File: src/oms_pkg.sv
// package: constants, types and register map of the operation mode selector
// Function
// - the active mode picks the start command source and the frequency command source
// - terminal mode: run inputs start; analog, preset and inching inputs give frequency
// - setting 0 or 2 enters terminal mode after reset
// - setting 2 locks terminal mode except for network switching; panel mode requests are refused
// - setting 0 lets a panel key change terminal mode to panel mode
// - terminal mode refuses panel setting writes except exempt ones
// - setting 1 enters panel mode when written and never leaves it
// - setting 3: panel frequency, terminal start, mode fixed
// - setting 3: a preset speed from terminals beats the panel frequency
// - setting 3: current input select on uses the current analog input
// - setting 4: terminal frequency, panel start keys, mode fixed
// - setting 6 allows panel, terminal, network switching while running
// - terminal to panel while running keeps direction and frequency until panel keys change them
// - network command terminal to network while running keeps direction and frequency
// - panel to terminal by key takes direction and frequency from terminals
// - network command panel to network keeps panel direction and frequency
// - the network master leaves network mode by a to-terminal command
// - panel switching network to panel keeps network direction and frequency
// - by default the panel stop key halts the drive in every mode
// - network mode takes start and frequency commands from the serial link
// - the mode setting changes only while the motor is stopped
package oms_pkg;

  localparam int FREQ_W = 16;
  localparam int ADDR_W = 8;
  localparam int SET_W = 3;
  localparam int TERM_W = 7;

  typedef logic [FREQ_W-1:0] oms_freq_t;

  // mode selection setting values
  localparam logic [SET_W-1:0] SET_EXT_SWITCH = 3'h0;
  localparam logic [SET_W-1:0] SET_PU_FIXED = 3'h1;
  localparam logic [SET_W-1:0] SET_EXT_FIXED = 3'h2;
  localparam logic [SET_W-1:0] SET_COMB_PANEL_FREQ = 3'h3;
  localparam logic [SET_W-1:0] SET_COMB_PANEL_START = 3'h4;
  localparam logic [SET_W-1:0] SET_SWITCHOVER = 3'h6;
  localparam logic [SET_W-1:0] SETTING_RESET = 3'h0;
  localparam logic STOP_KEY_EN_RESET = 1'b1;
  localparam oms_freq_t FREQ_RESET = 16'h0000;

  // register byte offsets
  localparam logic [ADDR_W-1:0] OFF_CTRL = 8'h00;
  localparam logic [ADDR_W-1:0] OFF_STATUS = 8'h04;
  localparam logic [ADDR_W-1:0] OFF_PRESET_LOW = 8'h08;
  localparam logic [ADDR_W-1:0] OFF_PRESET_MID = 8'h0c;
  localparam logic [ADDR_W-1:0] OFF_PRESET_HIGH = 8'h10;
  localparam logic [ADDR_W-1:0] OFF_JOG = 8'h14;

  // field positions
  localparam int CTRL_SET_LSB = 0;
  localparam int CTRL_STOP_EN_BIT = 8;
  localparam int STAT_MODE_LSB = 0;
  localparam int STAT_RUN_BIT = 4;
  localparam int STAT_REV_BIT = 5;
  localparam int STAT_HOLD_BIT = 6;
  localparam int STAT_FREQ_LSB = 16;

  typedef enum logic [2:0] {
    MODE_EXT,
    MODE_PU,
    MODE_NET,
    MODE_COMB_PF,
    MODE_COMB_PS
  } oms_mode_e;

  // control terminal pins, asynchronous to ref_clk
  typedef struct packed {
    logic forwardRunInput;
    logic reverseRunInput;
    logic inchingInput;
    logic currentInputSelect;
    logic presetHigh;
    logic presetMid;
    logic presetLow;
  } oms_term_s;

  // converted analog frequency words, synchronous to ref_clk
  typedef struct packed {
    oms_freq_t voltFreq;
    oms_freq_t currFreq;
  } oms_analog_s;

  typedef struct packed {
    logic runFwdKey;
    logic runRevKey;
    logic stopKey;
    logic panelUnitModeKey;
    logic extModeKey;
    logic freqWrite;
    oms_freq_t freqValue;
    logic paramWrite;
    logic paramExempt;
  } oms_panel_s;

  typedef struct packed {
    logic toNetCmd;
    logic toExtCmd;
    logic runFwd;
    logic runRev;
    logic stop;
    logic freqWrite;
    oms_freq_t freqValue;
  } oms_net_s;

  typedef struct packed {
    logic run;
    logic reverse;
    oms_freq_t freq;
  } oms_drive_s;

endpackage

File: src/oms_mode_selector.sv
// module: operation mode selector with its APB register file
`timescale 1ns/1ps
module oms_mode_selector (
  input wire logic ref_clk,
  input wire logic rst,
  input wire logic psel,
  input wire logic penable,
  input wire logic pwrite,
  input wire logic [oms_pkg::ADDR_W-1:0] paddr,
  input wire logic [31:0] pwdata,
  output logic [31:0] prdata,
  output logic pready,
  output logic pslverr,
  input wire oms_pkg::oms_term_s termPins,
  input wire oms_pkg::oms_analog_s analogIn,
  input wire oms_pkg::oms_panel_s panelIn,
  input wire oms_pkg::oms_net_s netIn,
  output oms_pkg::oms_drive_s driveCmd,
  output oms_pkg::oms_mode_e opMode,
  output logic panelWriteAck,
  output logic panelWriteNak
);

  logic [oms_pkg::TERM_W-1:0] termS1;
  logic [oms_pkg::TERM_W-1:0] termS2;
  logic [oms_pkg::TERM_W-1:0] termS3;
  logic [oms_pkg::TERM_W-1:0] termFilt;
  oms_pkg::oms_term_s term;

  logic [oms_pkg::SET_W-1:0] setting_reg;
  logic stopKeyEn_reg;
  oms_pkg::oms_freq_t presetLow_reg;
  oms_pkg::oms_freq_t presetMid_reg;
  oms_pkg::oms_freq_t presetHigh_reg;
  oms_pkg::oms_freq_t jog_reg;

  oms_pkg::oms_mode_e mode_reg;
  oms_pkg::oms_mode_e mode_next;
  logic run_reg;
  logic dir_reg;
  logic stopHold_reg;
  oms_pkg::oms_freq_t puFreq_reg;
  oms_pkg::oms_freq_t netFreq_reg;
  oms_pkg::oms_drive_s drive_reg;

  logic apbSetup;
  logic apbWrite;
  logic addrHit;
  logic [31:0] readWord;
  logic [31:0] statusWord;
  logic [oms_pkg::SET_W-1:0] newSetting;
  logic settingWrite;

  logic stopped;
  logic anySwitch;
  logic termRun;
  logic termDir;
  logic presetActive;
  oms_pkg::oms_freq_t presetFreq;
  oms_pkg::oms_freq_t termFreq;
  oms_pkg::oms_freq_t combFreq;
  logic runNow;
  logic dirNow;
  oms_pkg::oms_freq_t freqNow;
  logic termStartMode;
  logic panelStartMode;
  logic stopKeyHits;
  logic enterPu;
  logic enterNet;

  function automatic logic settingValid(input logic [oms_pkg::SET_W-1:0] s);
    case (s)
      oms_pkg::SET_EXT_SWITCH, oms_pkg::SET_PU_FIXED, oms_pkg::SET_EXT_FIXED,
      oms_pkg::SET_COMB_PANEL_FREQ, oms_pkg::SET_COMB_PANEL_START,
      oms_pkg::SET_SWITCHOVER: settingValid = 1'b1;
      default: settingValid = 1'b0;
    endcase
  endfunction

  // mode entered when the setting takes effect
  function automatic oms_pkg::oms_mode_e entryMode(input logic [oms_pkg::SET_W-1:0] s);
    case (s)
      oms_pkg::SET_PU_FIXED: entryMode = oms_pkg::MODE_PU;
      oms_pkg::SET_COMB_PANEL_FREQ: entryMode = oms_pkg::MODE_COMB_PF;
      oms_pkg::SET_COMB_PANEL_START: entryMode = oms_pkg::MODE_COMB_PS;
      default: entryMode = oms_pkg::MODE_EXT;
    endcase
  endfunction

  // terminal pins: three flops, a change counts once stages two and three agree
  always_ff @(posedge ref_clk or posedge rst)
  begin
    if (rst)
    begin
      termS1 <= '0;
      termS2 <= '0;
      termS3 <= '0;
      termFilt <= '0;
    end
    else
    begin
      termS1 <= termPins;
      termS2 <= termS1;
      termS3 <= termS2;
      termFilt <= (termS2 & ~(termS2 ^ termS3)) | (termFilt & (termS2 ^ termS3));
    end
  end

  assign term = termFilt;

  // apb slave, zero wait states
  assign apbSetup = psel & ~penable;
  assign apbWrite = psel & penable & pwrite;
  assign pready = 1'b1;
  assign stopped = ~drive_reg.run;
  assign newSetting = pwdata[oms_pkg::CTRL_SET_LSB +: oms_pkg::SET_W];
  // setting accepted only while the motor stands
  assign settingWrite = apbWrite & (paddr == oms_pkg::OFF_CTRL) & stopped
    & settingValid(newSetting);

  always_comb
  begin
    statusWord = '0;
    statusWord[oms_pkg::STAT_MODE_LSB +: 3] = mode_reg;
    statusWord[oms_pkg::STAT_RUN_BIT] = drive_reg.run;
    statusWord[oms_pkg::STAT_REV_BIT] = drive_reg.reverse;
    statusWord[oms_pkg::STAT_HOLD_BIT] = stopHold_reg;
    statusWord[oms_pkg::STAT_FREQ_LSB +: oms_pkg::FREQ_W] = drive_reg.freq;
  end

  always_comb
  begin
    readWord = '0;
    addrHit = 1'b1;
    case (paddr)
      oms_pkg::OFF_CTRL:
      begin
        readWord[oms_pkg::CTRL_SET_LSB +: oms_pkg::SET_W] = setting_reg;
        readWord[oms_pkg::CTRL_STOP_EN_BIT] = stopKeyEn_reg;
      end
      oms_pkg::OFF_STATUS: readWord = statusWord;
      oms_pkg::OFF_PRESET_LOW: readWord[oms_pkg::FREQ_W-1:0] = presetLow_reg;
      oms_pkg::OFF_PRESET_MID: readWord[oms_pkg::FREQ_W-1:0] = presetMid_reg;
      oms_pkg::OFF_PRESET_HIGH: readWord[oms_pkg::FREQ_W-1:0] = presetHigh_reg;
      oms_pkg::OFF_JOG: readWord[oms_pkg::FREQ_W-1:0] = jog_reg;
      default: addrHit = 1'b0;
    endcase
  end

  assign pslverr = psel & penable & ~addrHit;

  // read data captured in the setup cycle, stable through the access cycle
  always_ff @(posedge ref_clk or posedge rst)
  begin
    if (rst)
      prdata <= '0;
    else if (apbSetup & ~pwrite)
      prdata <= readWord;
  end

  always_ff @(posedge ref_clk or posedge rst)
  begin
    if (rst)
    begin
      setting_reg <= oms_pkg::SETTING_RESET;
      stopKeyEn_reg <= oms_pkg::STOP_KEY_EN_RESET;
    end
    else
    begin
      if (settingWrite)
        setting_reg <= newSetting;
      if (apbWrite & (paddr == oms_pkg::OFF_CTRL))
        stopKeyEn_reg <= pwdata[oms_pkg::CTRL_STOP_EN_BIT];
    end
  end

  always_ff @(posedge ref_clk or posedge rst)
  begin
    if (rst)
    begin
      presetLow_reg <= oms_pkg::FREQ_RESET;
      presetMid_reg <= oms_pkg::FREQ_RESET;
      presetHigh_reg <= oms_pkg::FREQ_RESET;
      jog_reg <= oms_pkg::FREQ_RESET;
    end
    else if (apbWrite)
    begin
      if (paddr == oms_pkg::OFF_PRESET_LOW)
        presetLow_reg <= pwdata[oms_pkg::FREQ_W-1:0];
      if (paddr == oms_pkg::OFF_PRESET_MID)
        presetMid_reg <= pwdata[oms_pkg::FREQ_W-1:0];
      if (paddr == oms_pkg::OFF_PRESET_HIGH)
        presetHigh_reg <= pwdata[oms_pkg::FREQ_W-1:0];
      if (paddr == oms_pkg::OFF_JOG)
        jog_reg <= pwdata[oms_pkg::FREQ_W-1:0];
    end
  end

  // terminal command decode
  assign termRun = term.forwardRunInput ^ term.reverseRunInput;
  assign termDir = term.reverseRunInput & ~term.forwardRunInput;
  assign presetActive = term.presetHigh | term.presetMid | term.presetLow;

  always_comb
  begin
    if (term.presetHigh)
      presetFreq = presetHigh_reg;
    else if (term.presetMid)
      presetFreq = presetMid_reg;
    else
      presetFreq = presetLow_reg;
  end

  // terminal frequency: inching, then preset, then current or voltage analog
  always_comb
  begin
    if (term.inchingInput)
      termFreq = jog_reg;
    else if (presetActive)
      termFreq = presetFreq;
    else if (term.currentInputSelect)
      termFreq = analogIn.currFreq;
    else
      termFreq = analogIn.voltFreq;
  end

  // combined mode: preset over current analog over panel frequency
  always_comb
  begin
    if (presetActive)
      combFreq = presetFreq;
    else if (term.currentInputSelect)
      combFreq = analogIn.currFreq;
    else
      combFreq = puFreq_reg;
  end

  // mode switching
  assign anySwitch = (setting_reg == oms_pkg::SET_SWITCHOVER);

  always_comb
  begin
    mode_next = mode_reg;
    if (settingWrite)
      mode_next = entryMode(newSetting);
    else if (panelIn.panelUnitModeKey
      & ((setting_reg == oms_pkg::SET_EXT_SWITCH & stopped) | anySwitch)
      & (mode_reg == oms_pkg::MODE_EXT | mode_reg == oms_pkg::MODE_NET))
      mode_next = oms_pkg::MODE_PU;
    else if (panelIn.extModeKey
      & ((setting_reg == oms_pkg::SET_EXT_SWITCH & stopped) | anySwitch)
      & (mode_reg == oms_pkg::MODE_PU))
      mode_next = oms_pkg::MODE_EXT;
    else if (netIn.toNetCmd
      & (((setting_reg == oms_pkg::SET_EXT_SWITCH | setting_reg == oms_pkg::SET_EXT_FIXED)
      & stopped) | anySwitch)
      & (mode_reg == oms_pkg::MODE_EXT | mode_reg == oms_pkg::MODE_PU))
      mode_next = oms_pkg::MODE_NET;
    else if (netIn.toExtCmd
      & (((setting_reg == oms_pkg::SET_EXT_SWITCH | setting_reg == oms_pkg::SET_EXT_FIXED)
      & stopped) | anySwitch)
      & (mode_reg == oms_pkg::MODE_NET))
      mode_next = oms_pkg::MODE_EXT;
  end

  assign enterPu = (mode_next == oms_pkg::MODE_PU) & (mode_reg != oms_pkg::MODE_PU);
  assign enterNet = (mode_next == oms_pkg::MODE_NET) & (mode_reg != oms_pkg::MODE_NET);

  always_ff @(posedge ref_clk or posedge rst)
  begin
    if (rst)
      mode_reg <= oms_pkg::MODE_EXT;
    else
      mode_reg <= mode_next;
  end

  assign termStartMode = (mode_reg == oms_pkg::MODE_EXT) | (mode_reg == oms_pkg::MODE_COMB_PF);
  assign panelStartMode = (mode_reg == oms_pkg::MODE_PU) | (mode_reg == oms_pkg::MODE_COMB_PS);
  // stop key works in every mode; software can turn it off only outside the panel-start modes (MODE_PU, MODE_COMB_PS)
  assign stopKeyHits = panelIn.stopKey & (stopKeyEn_reg | panelStartMode);

  // source selection per mode
  always_comb
  begin
    case (mode_reg)
      oms_pkg::MODE_EXT:
      begin
        runNow = termRun & ~stopHold_reg;
        dirNow = termDir;
        freqNow = termFreq;
      end
      oms_pkg::MODE_PU:
      begin
        runNow = run_reg;
        dirNow = dir_reg;
        freqNow = puFreq_reg;
      end
      oms_pkg::MODE_NET:
      begin
        runNow = run_reg;
        dirNow = dir_reg;
        freqNow = netFreq_reg;
      end
      oms_pkg::MODE_COMB_PF:
      begin
        runNow = termRun & ~stopHold_reg;
        dirNow = termDir;
        freqNow = combFreq;
      end
      oms_pkg::MODE_COMB_PS:
      begin
        runNow = run_reg;
        dirNow = dir_reg;
        freqNow = termFreq;
      end
      default:
      begin
        runNow = 1'b0;
        dirNow = 1'b0;
        freqNow = oms_pkg::FREQ_RESET;
      end
    endcase
  end

  // panel and network run state; loaded with the live state on entry
  always_ff @(posedge ref_clk or posedge rst)
  begin
    if (rst)
    begin
      run_reg <= 1'b0;
      dir_reg <= 1'b0;
    end
    else if (enterPu | enterNet)
    begin
      run_reg <= drive_reg.run & ~stopKeyHits;
      dir_reg <= drive_reg.reverse;
    end
    else if (stopKeyHits)
      run_reg <= 1'b0;
    else if (panelStartMode & (panelIn.runFwdKey | panelIn.runRevKey))
    begin
      run_reg <= 1'b1;
      dir_reg <= panelIn.runRevKey & ~panelIn.runFwdKey;
    end
    else if (mode_reg == oms_pkg::MODE_NET)
    begin
      if (netIn.stop)
        run_reg <= 1'b0;
      else if (netIn.runFwd | netIn.runRev)
      begin
        run_reg <= 1'b1;
        dir_reg <= netIn.runRev & ~netIn.runFwd;
      end
    end
  end

  // stop key in terminal-start modes holds until both run inputs are released
  always_ff @(posedge ref_clk or posedge rst)
  begin
    if (rst)
      stopHold_reg <= 1'b0;
    else if (mode_next != mode_reg)
      stopHold_reg <= 1'b0;
    else if (termStartMode & stopKeyHits & termRun)
      stopHold_reg <= 1'b1;
    else if (~term.forwardRunInput & ~term.reverseRunInput)
      stopHold_reg <= 1'b0;
  end

  // retained frequencies; lost on reset
  always_ff @(posedge ref_clk or posedge rst)
  begin
    if (rst)
    begin
      puFreq_reg <= oms_pkg::FREQ_RESET;
      netFreq_reg <= oms_pkg::FREQ_RESET;
    end
    else
    begin
      if (enterPu)
        puFreq_reg <= drive_reg.freq;
      else if (panelIn.freqWrite
        & (mode_reg == oms_pkg::MODE_PU | mode_reg == oms_pkg::MODE_COMB_PF))
        puFreq_reg <= panelIn.freqValue;
      if (enterNet)
        netFreq_reg <= drive_reg.freq;
      else if (netIn.freqWrite & (mode_reg == oms_pkg::MODE_NET))
        netFreq_reg <= netIn.freqValue;
    end
  end

  always_ff @(posedge ref_clk or posedge rst)
  begin
    if (rst)
    begin
      drive_reg.run <= 1'b0;
      drive_reg.reverse <= 1'b0;
      drive_reg.freq <= oms_pkg::FREQ_RESET;
    end
    else
    begin
      drive_reg.run <= runNow & ~stopKeyHits;
      drive_reg.reverse <= dirNow;
      drive_reg.freq <= freqNow;
    end
  end

  // panel parameter writes refused in terminal mode unless exempt
  always_ff @(posedge ref_clk or posedge rst)
  begin
    if (rst)
    begin
      panelWriteAck <= 1'b0;
      panelWriteNak <= 1'b0;
    end
    else
    begin
      panelWriteAck <= panelIn.paramWrite
        & ((mode_reg != oms_pkg::MODE_EXT) | panelIn.paramExempt);
      panelWriteNak <= panelIn.paramWrite
        & (mode_reg == oms_pkg::MODE_EXT) & ~panelIn.paramExempt;
    end
  end

  assign driveCmd = drive_reg;
  assign opMode = mode_reg;

endmodule

File: config.mk
export PLATFORM = sky130hd
export DESIGN_NAME = oms_mode_selector
export DESIGN_NICKNAME = d
export VERILOG_FILES = /design/src/oms_pkg.sv /design/src/oms_mode_selector.sv
export SDC_FILE = /design/constraint.sdc
export NUM_CORES = 1
export LEC_CHECK = 0
export BUFFER_PORTS_ARGS = -buffer_cell sky130_fd_sc_hd__buf_2
export CAP_MARGIN = 20
export CORE_UTILIZATION = 50
export DETAILED_ROUTE_END_ITERATION = 7
export PLACE_DENSITY = 0.86
export SLEW_MARGIN = 20
export SYNTH_ARGS = -nofsm -noshare
export SYNTH_HDL_FRONTEND = slang
export SYNTH_SLANG_ARGS = --single-unit
File: constraint.sdc
create_clock -name ref_clk -period 6.15 [get_ports ref_clk]
set_clock_uncertainty 0.05 [all_clocks]
set_input_delay 0.9225 -clock ref_clk [delete_from_list [all_inputs] [get_ports ref_clk]]
set_output_delay 0.9225 -clock ref_clk [all_outputs]
set_load 0.02 [all_outputs]
==> results of run 1 <==
routing by layer:
metal,routed length [um],GRT usage [%],vias up,part of all wire (%)
met2,11800,43.2,439,46
met5,29,0,-,0.11
met1,10700,38.4,3736,42
met3,2320,6.04,64,9.1
met4,779,12.3,4,3.0
li1,-,-,3377,-
through the flow:
step | cell area (sq um) | setup WS [ps]
after global placement | 10100 | 2010
final | 10700 | 2620
after floorplan | 9110 | 122
after global routing | 10700 | 2490
after detailed placement | 10100 | 2240
after CTS | 10700 | 2690
power by group:
part           switching [uW]  internal [uW]  total (uW)
Clock                     504            620        1120
Sequential                188           1410        1600
Combinational             674            525        1200
logic make-up (layout without fill, tap and decap cells):
logic type,after synthesis,in the layout
XOR/XNOR,4,4
adder cells (fa/ha/maj),9,9
AND/OR/NAND/NOR,172,172
multiplexers,118,118
buffers and inverters,89,247
AO/OA/AOI/OAI,257,257
flip-flops,186,186
other,1,1
layout by cell type (no fill, tap or decap), types with 18 or more instances in the layout:
cell	synthesis	layout
inv_1	29	28
a221o_1	22	22
buf_2	0	169
o21ai_0	47	47
nand2_1	63	63
a22o_1	26	26
a22oi_1	29	29
dfrtp_1	185	185
mux2_2	111	111
a21oi_1	66	66
a31oi_1	18	18
nor2_1	28	27
worst paths after layout:
check / to / from / slack (ps)
worst max-delay path: puFreq_reg[7] / paddr[3] / 2620
worst min-delay path: termS2[0] / termS1[0] / 300
worst max register to register: puFreq_reg[7] / opMode[2] / 2950
worst min register to register: termS2[0] / termS1[0] / 300
max in group asynchronous: puFreq_reg[1] / rst / 4290
min in group asynchronous: prdata[1] / rst / 610
cell type report:
class / count / area (sq um) / area share [%]
Timing Repair Buffer: 186 / 973 / 9.06
Inverter: 29 / 114 / 1.06
Sequential cell: 186 / 4660 / 43.3
Multi-Input combinational cell: 561 / 4120 / 38.3
Clock inverter: 14 / 164 / 1.52
Tap cell: 229 / 287 / 2.67
Clock buffer: 18 / 439 / 4.09
==> flow_metrics.env, run 1 <==
export IMPL_nFillCells=1414
export IMPL_syn_cell_area_sq_um=9110
export IMPL_synth_simple_area_share_pct=9.94
export IMPL_crit_buf_inv=1
export IMPL_fmax_mhz=283
export IMPL_drtIter0Drc=1104
export IMPL_fp_dieArea_sq_um=18800
export IMPL_ant_nets=0
export IMPL_yosysMostFrequentCell="dfrtp_1"
export IMPL_yosys_warnings=0
export IMPL_largest_reg_flops=32
export IMPL_num_vias=7620
export IMPL_relSlewSlack_pct=29.9
export IMPL_worstMarginPinSlew_ps=1050
export IMPL_synth_edff_count=0
export IMPL_htree_levels=4
export IMPL_synth_compound_area_share_pct=18.9
export IMPL_critical_path_class="in2reg"
export IMPL_numClockSinks=186
export IMPL_hold_path_class="reg2reg"
export IMPL_max_cap_viol_count=0
export IMPL_synth_top_area_share_pct=50.8
export IMPL_setup_violations=0
export IMPL_finalCritPeriodShare_pct=57.4
export IMPL_endpoint_kind="register"
export IMPL_synth_nets=968
export IMPL_status="finished, final reports clean"
export IMPL_seq_area_frac_synth_pct=51.1
export IMPL_cp_depth=7
export IMPL_setup_worst_path_start_class="input pin"
export IMPL_cp_required_ps=6420
export IMPL_core_area_sq_um=17900
export IMPL_final_cells=1223
export IMPL_fin_total_pwr_uw=3920
export IMPL_rr_worst_depth=7
export IMPL_synth_area_leaders="dfrtp_1 (51%), mux2_2 (14%), a21oi_1 (3.6%), nand2_1 (2.6%), o21ai_0 (2.6%)"
export IMPL_synth_fa_ha_area_share_pct=1.04
export IMPL_syn_to_final_growth_pct=17.9
export IMPL_power_density_nw_per_um2=365
export IMPL_grt_pass1_vias=7266
export IMPL_grt_usage_pct=28.1
export IMPL_hold_violations=0
export IMPL_clock_latency_ps=440
export IMPL_grt_max_degree=91
export IMPL_final_setup_tns_ps=0
export IMPL_synth_seq_cells=186
export IMPL_root_buffer="clkbuf_16"
export IMPL_grt_antenna_before_repair=2
export IMPL_leakage_uw=0.00521
export IMPL_async_flop_share_pct=100
export IMPL_via_per_inst=6.23
export IMPL_place_congestion=0.904
export IMPL_hpwl_um=17400
export IMPL_cp_arrival_ps=3800
export IMPL_period_minus_slack_ps=3530
export IMPL_fin_util_pct=60.0
export IMPL_crit_chain="buf_2, or4_4, nor4_1, mux2i_1, o21ai_0, nor2_2, mux2_2"
export IMPL_drv_slew=0
export IMPL_rows=49
export IMPL_drcViolationCount=0
export IMPL_grt_pass1_wl_um=39800
export IMPL_hold_depth=0
export IMPL_critPathMaxStageDelay_ps=720
export IMPL_layout_drive_gt1_share_pct=35.3
export IMPL_wire_per_inst_um=20.9
export IMPL_slowest_stage="nor2_2"
export IMPL_grt_ovfl_total=0
export IMPL_ctsLongestPathBuffers=2
export IMPL_synth_largest_area_cell="dfrtp_1"
export IMPL_rsz0062_at_grt="false"
export IMPL_placedCellCount=1190
export IMPL_path_delay_family="simple AND/OR/NAND/NOR gates"
export IMPL_synth_top_family_by_area="compound AO/OA/AOI/OAI gates"
export IMPL_postSynthCellCount=836
export IMPL_io_buffers=169
export IMPL_post_cts_resized=0
export IMPL_die_y_um=137
export IMPL_initial_core_util_pct=50.9
export IMPL_first_pass_iters=8
export IMPL_die_w_um=137
export IMPL_regMostFlops="prdata"
export IMPL_ir_drop_uv=216
export IMPL_antennaDiodeCount=0
export IMPL_cts_inserted_buffers=17
export IMPL_fin_nets=1113
export IMPL_ys_flop_type="dfrtp_1"
export IMPL_holdWs_ps=299
export IMPL_worstPathMaxFanout=16
export IMPL_routed_wl_um=25600
export IMPL_muxShareOfSynthArea_pct=14.5
export IMPL_synth_xor_area_share_pct=0.384
export IMPL_ctsHoldBuffers=0
export IMPL_post_cts_setup_buffers=0
export IMPL_synth_distinct_cells=58
export IMPL_postSynthAreaPerCell_sq_um=10.9
export IMPL_cts_reportedPaths_clkPinSlew_ps=70
export IMPL_synthTopCellsByCount="dfrtp_1 (185), mux2_2 (111), a21oi_1 (66), nand2_1 (63), clkbuf_1 (50)"
export IMPL_boundaryPins=187
export IMPL_cts_tree="built"
Power figures use the tool's default switching activity.
==> run 2, diff against run 1 <==
- CORE_UTILIZATION: 50 -> 55
- PLACE_DENSITY: 0.86 -> 0.89
- clock period: 6.15 -> 3.5 ns (I/O delays scaled with it)
==> run 2 against run 1 <==
First-iteration DRC count fell by 5.3%. Via count rose by 1.5%. Worst hold slack got worse by 160 ps. Utilization rose by 7.3 points. Critical path type unchanged. Largest power group unchanged.
==> flow_metrics.env, run 2 (synthesis results as in run 1) <==
export IMPL_status="finished, final reports clean"
export IMPL_hold_start="termPins[4]"
export IMPL_regMostFlops="prdata"
export IMPL_hold_violations=0
export IMPL_grt_antenna_before_repair=1
export IMPL_cts_reportedPaths_clkPinSlew_ps=70
export IMPL_endpoint_kind="register"
export IMPL_leakage_uw=0.00527
export IMPL_grt_busiest_layer="met2"
export IMPL_critical_path_class="in2reg"
export IMPL_ctsHoldBuffers=0
export IMPL_rr_worst_depth=7
export IMPL_hpwl_um=17300
export IMPL_place_congestion=0.938
export IMPL_rows=46
export IMPL_placedCellCount=1183
export IMPL_htree_levels=4
export IMPL_holdPathEnd="termS1[4]"
export IMPL_fin_nets=1118
export IMPL_path_delay_family="simple AND/OR/NAND/NOR gates"
export IMPL_crit_buf_inv=1
export IMPL_cts_tree="built"
export IMPL_layout_drive_gt1_share_pct=35.4
export IMPL_numClockSinks=186
export IMPL_grt_usage_pct=30.9
export IMPL_final_cells=1216
export IMPL_grt_ovfl_total=0
export IMPL_setup_worst_path_start_class="input pin"
export IMPL_worstPathMaxFanout=5
export IMPL_setup_violations=0
export IMPL_hold_depth=1
export IMPL_routed_wl_um=25600
export IMPL_root_buffer="clkbuf_16"
export IMPL_die_y_um=131
export IMPL_grt_max_degree=187
export IMPL_power_density_nw_per_um2=649
export IMPL_drv_slew=0
export IMPL_relSlewSlack_pct=28.2
export IMPL_critPathMaxStageDelay_ps=560
export IMPL_nFillCells=1148
export IMPL_first_pass_iters=6
export IMPL_drtIter0Drc=1045
export IMPL_final_cell_area_sq_um=10800
export IMPL_rsz0062_at_grt="false"
export IMPL_max_cap_viol_count=0
export IMPL_slowest_stage="or4_4"
export IMPL_ctsLongestPathBuffers=2
export IMPL_io_buffers=169
export IMPL_ir_drop_uv=413
export IMPL_clock_latency_ps=440
export IMPL_period_minus_slack_ps=2740
export IMPL_num_vias=7735
export IMPL_core_area_sq_um=16100
export IMPL_cts_inserted_buffers=17
export IMPL_post_cts_resized=0
export IMPL_rrSetupSlack_ps=800
export IMPL_cp_required_ps=3780
export IMPL_largest_reg_flops=32
export IMPL_hold_path_class="in2reg"
export IMPL_post_cts_setup_buffers=0
export IMPL_via_per_inst=6.36
export IMPL_r2r_end="netFreq_reg[13]"
export IMPL_reg2reg_from="opMode[2]"
export IMPL_boundaryPins=187
export IMPL_wire_per_inst_um=21.0
export IMPL_die_w_um=131
export IMPL_placed_area_sq_um=10200
export IMPL_crit_chain="buf_2, or4_4, o41a_1, a211oi_1, or3b_1, mux2i_1, mux2_2"
export IMPL_finalCritPeriodShare_pct=78.4
export IMPL_worst_slack_ps=756
export IMPL_drcViolationCount=0
export IMPL_final_setup_tns_ps=0
export IMPL_worstMarginPinSlew_ps=1080
export IMPL_grt_pass1_wl_um=39800
export IMPL_final_common_cell="dfrtp_1"
export IMPL_ant_nets=0
export IMPL_use_met1_pct=42.5
export IMPL_cp_arrival_ps=3020
export IMPL_grt_use_met2_pct=47.0
export IMPL_syn_to_final_growth_pct=18.7
export IMPL_grt_pass1_vias=7343
export IMPL_grtUsageMet3_pct=7.65
export IMPL_final_cell_mix="dfrtp_1 (185), buf_2 (169), mux2_2 (111)"
export IMPL_fp_dieArea_sq_um=17100
export IMPL_fmax_mhz=364
export IMPL_post_place_ws_ps=329
export IMPL_initial_core_util_pct=56.8
## run 2: cell types whose count changed in the layout (fill, tap and decap cells not counted), moves of 2 or more
cell,before,now
clkinv_2,0,2
buf_4,17,21
bufinv_16,2,4
clkinv_4,2,4
clkinvlp_4,5,1
## run 2: routing by layer
layer | wire length (um) | vias up | part of all wire, %
met2 | 11700 | 484 | 46
met5 | 0 | - | 0
met3 | 2600 | 67 | 10
met1 | 10400 | 3784 | 41
met4 | 817 | 0 | 3.2
li1 | - | 3400 | -
## run 2: worst reg2reg max path: cells and delay by family (launching register included)
kind / cells / cell delay (ps)
AND/OR/NAND/NOR: 2 / 920
buffers and inverters: 1 / 220
flip-flops: 1 / 440
AO/OA/AOI/OAI: 4 / 960
## run 2: metrics by stage
stage	util [%]	hold slack, ps	power (uW)
after global routing	67.3	121	7350
after global placement	63.3	282	4800
after floorplan	-	281	4320
after CTS	67.3	130	6990
final	67.4	139	7020
after detailed placement	63.3	286	4900
## run 2: power breakdown
part           internal (uW)  switching [uW]  leakage (uW)
sequential              2480             348       0.00245
combinational            939            1160       0.00251
clock                   1210             878      0.000316
total                   4630            2390       0.00527
## run 2: worst max path at each step
stage | from | to | cells past startpoint | slack [ps]
6_report | paddr[2] | dir_reg | 7 | 760
5_1_grt | paddr[2] | puFreq_reg[5] | 8 | 640
4_1_cts | paddr[2] | dir_reg | 7 | 770
3_5_place_dp | paddr[2] | dir_reg | 7 | 330
3_3_place_gp | paddr[2] | dir_reg | 7 | 360
2_1_floorplan | rst | asynchronous set/reset pin | 1 | 530
## run 2: final cells by class
type / instances / area (sq um) / area share (%)
well taps: 216 / 270 / 2.50
diodes: 1 / 2.50 / 0.0231
clock inverters: 15 / 214 / 1.98
flip-flops and latches: 186 / 4660 / 43.0
repair buffers: 191 / 1020 / 9.46
multi-input cells: 561 / 4110 / 38.0
inverters: 29 / 113 / 1.04
clock buffers: 17 / 425 / 3.93
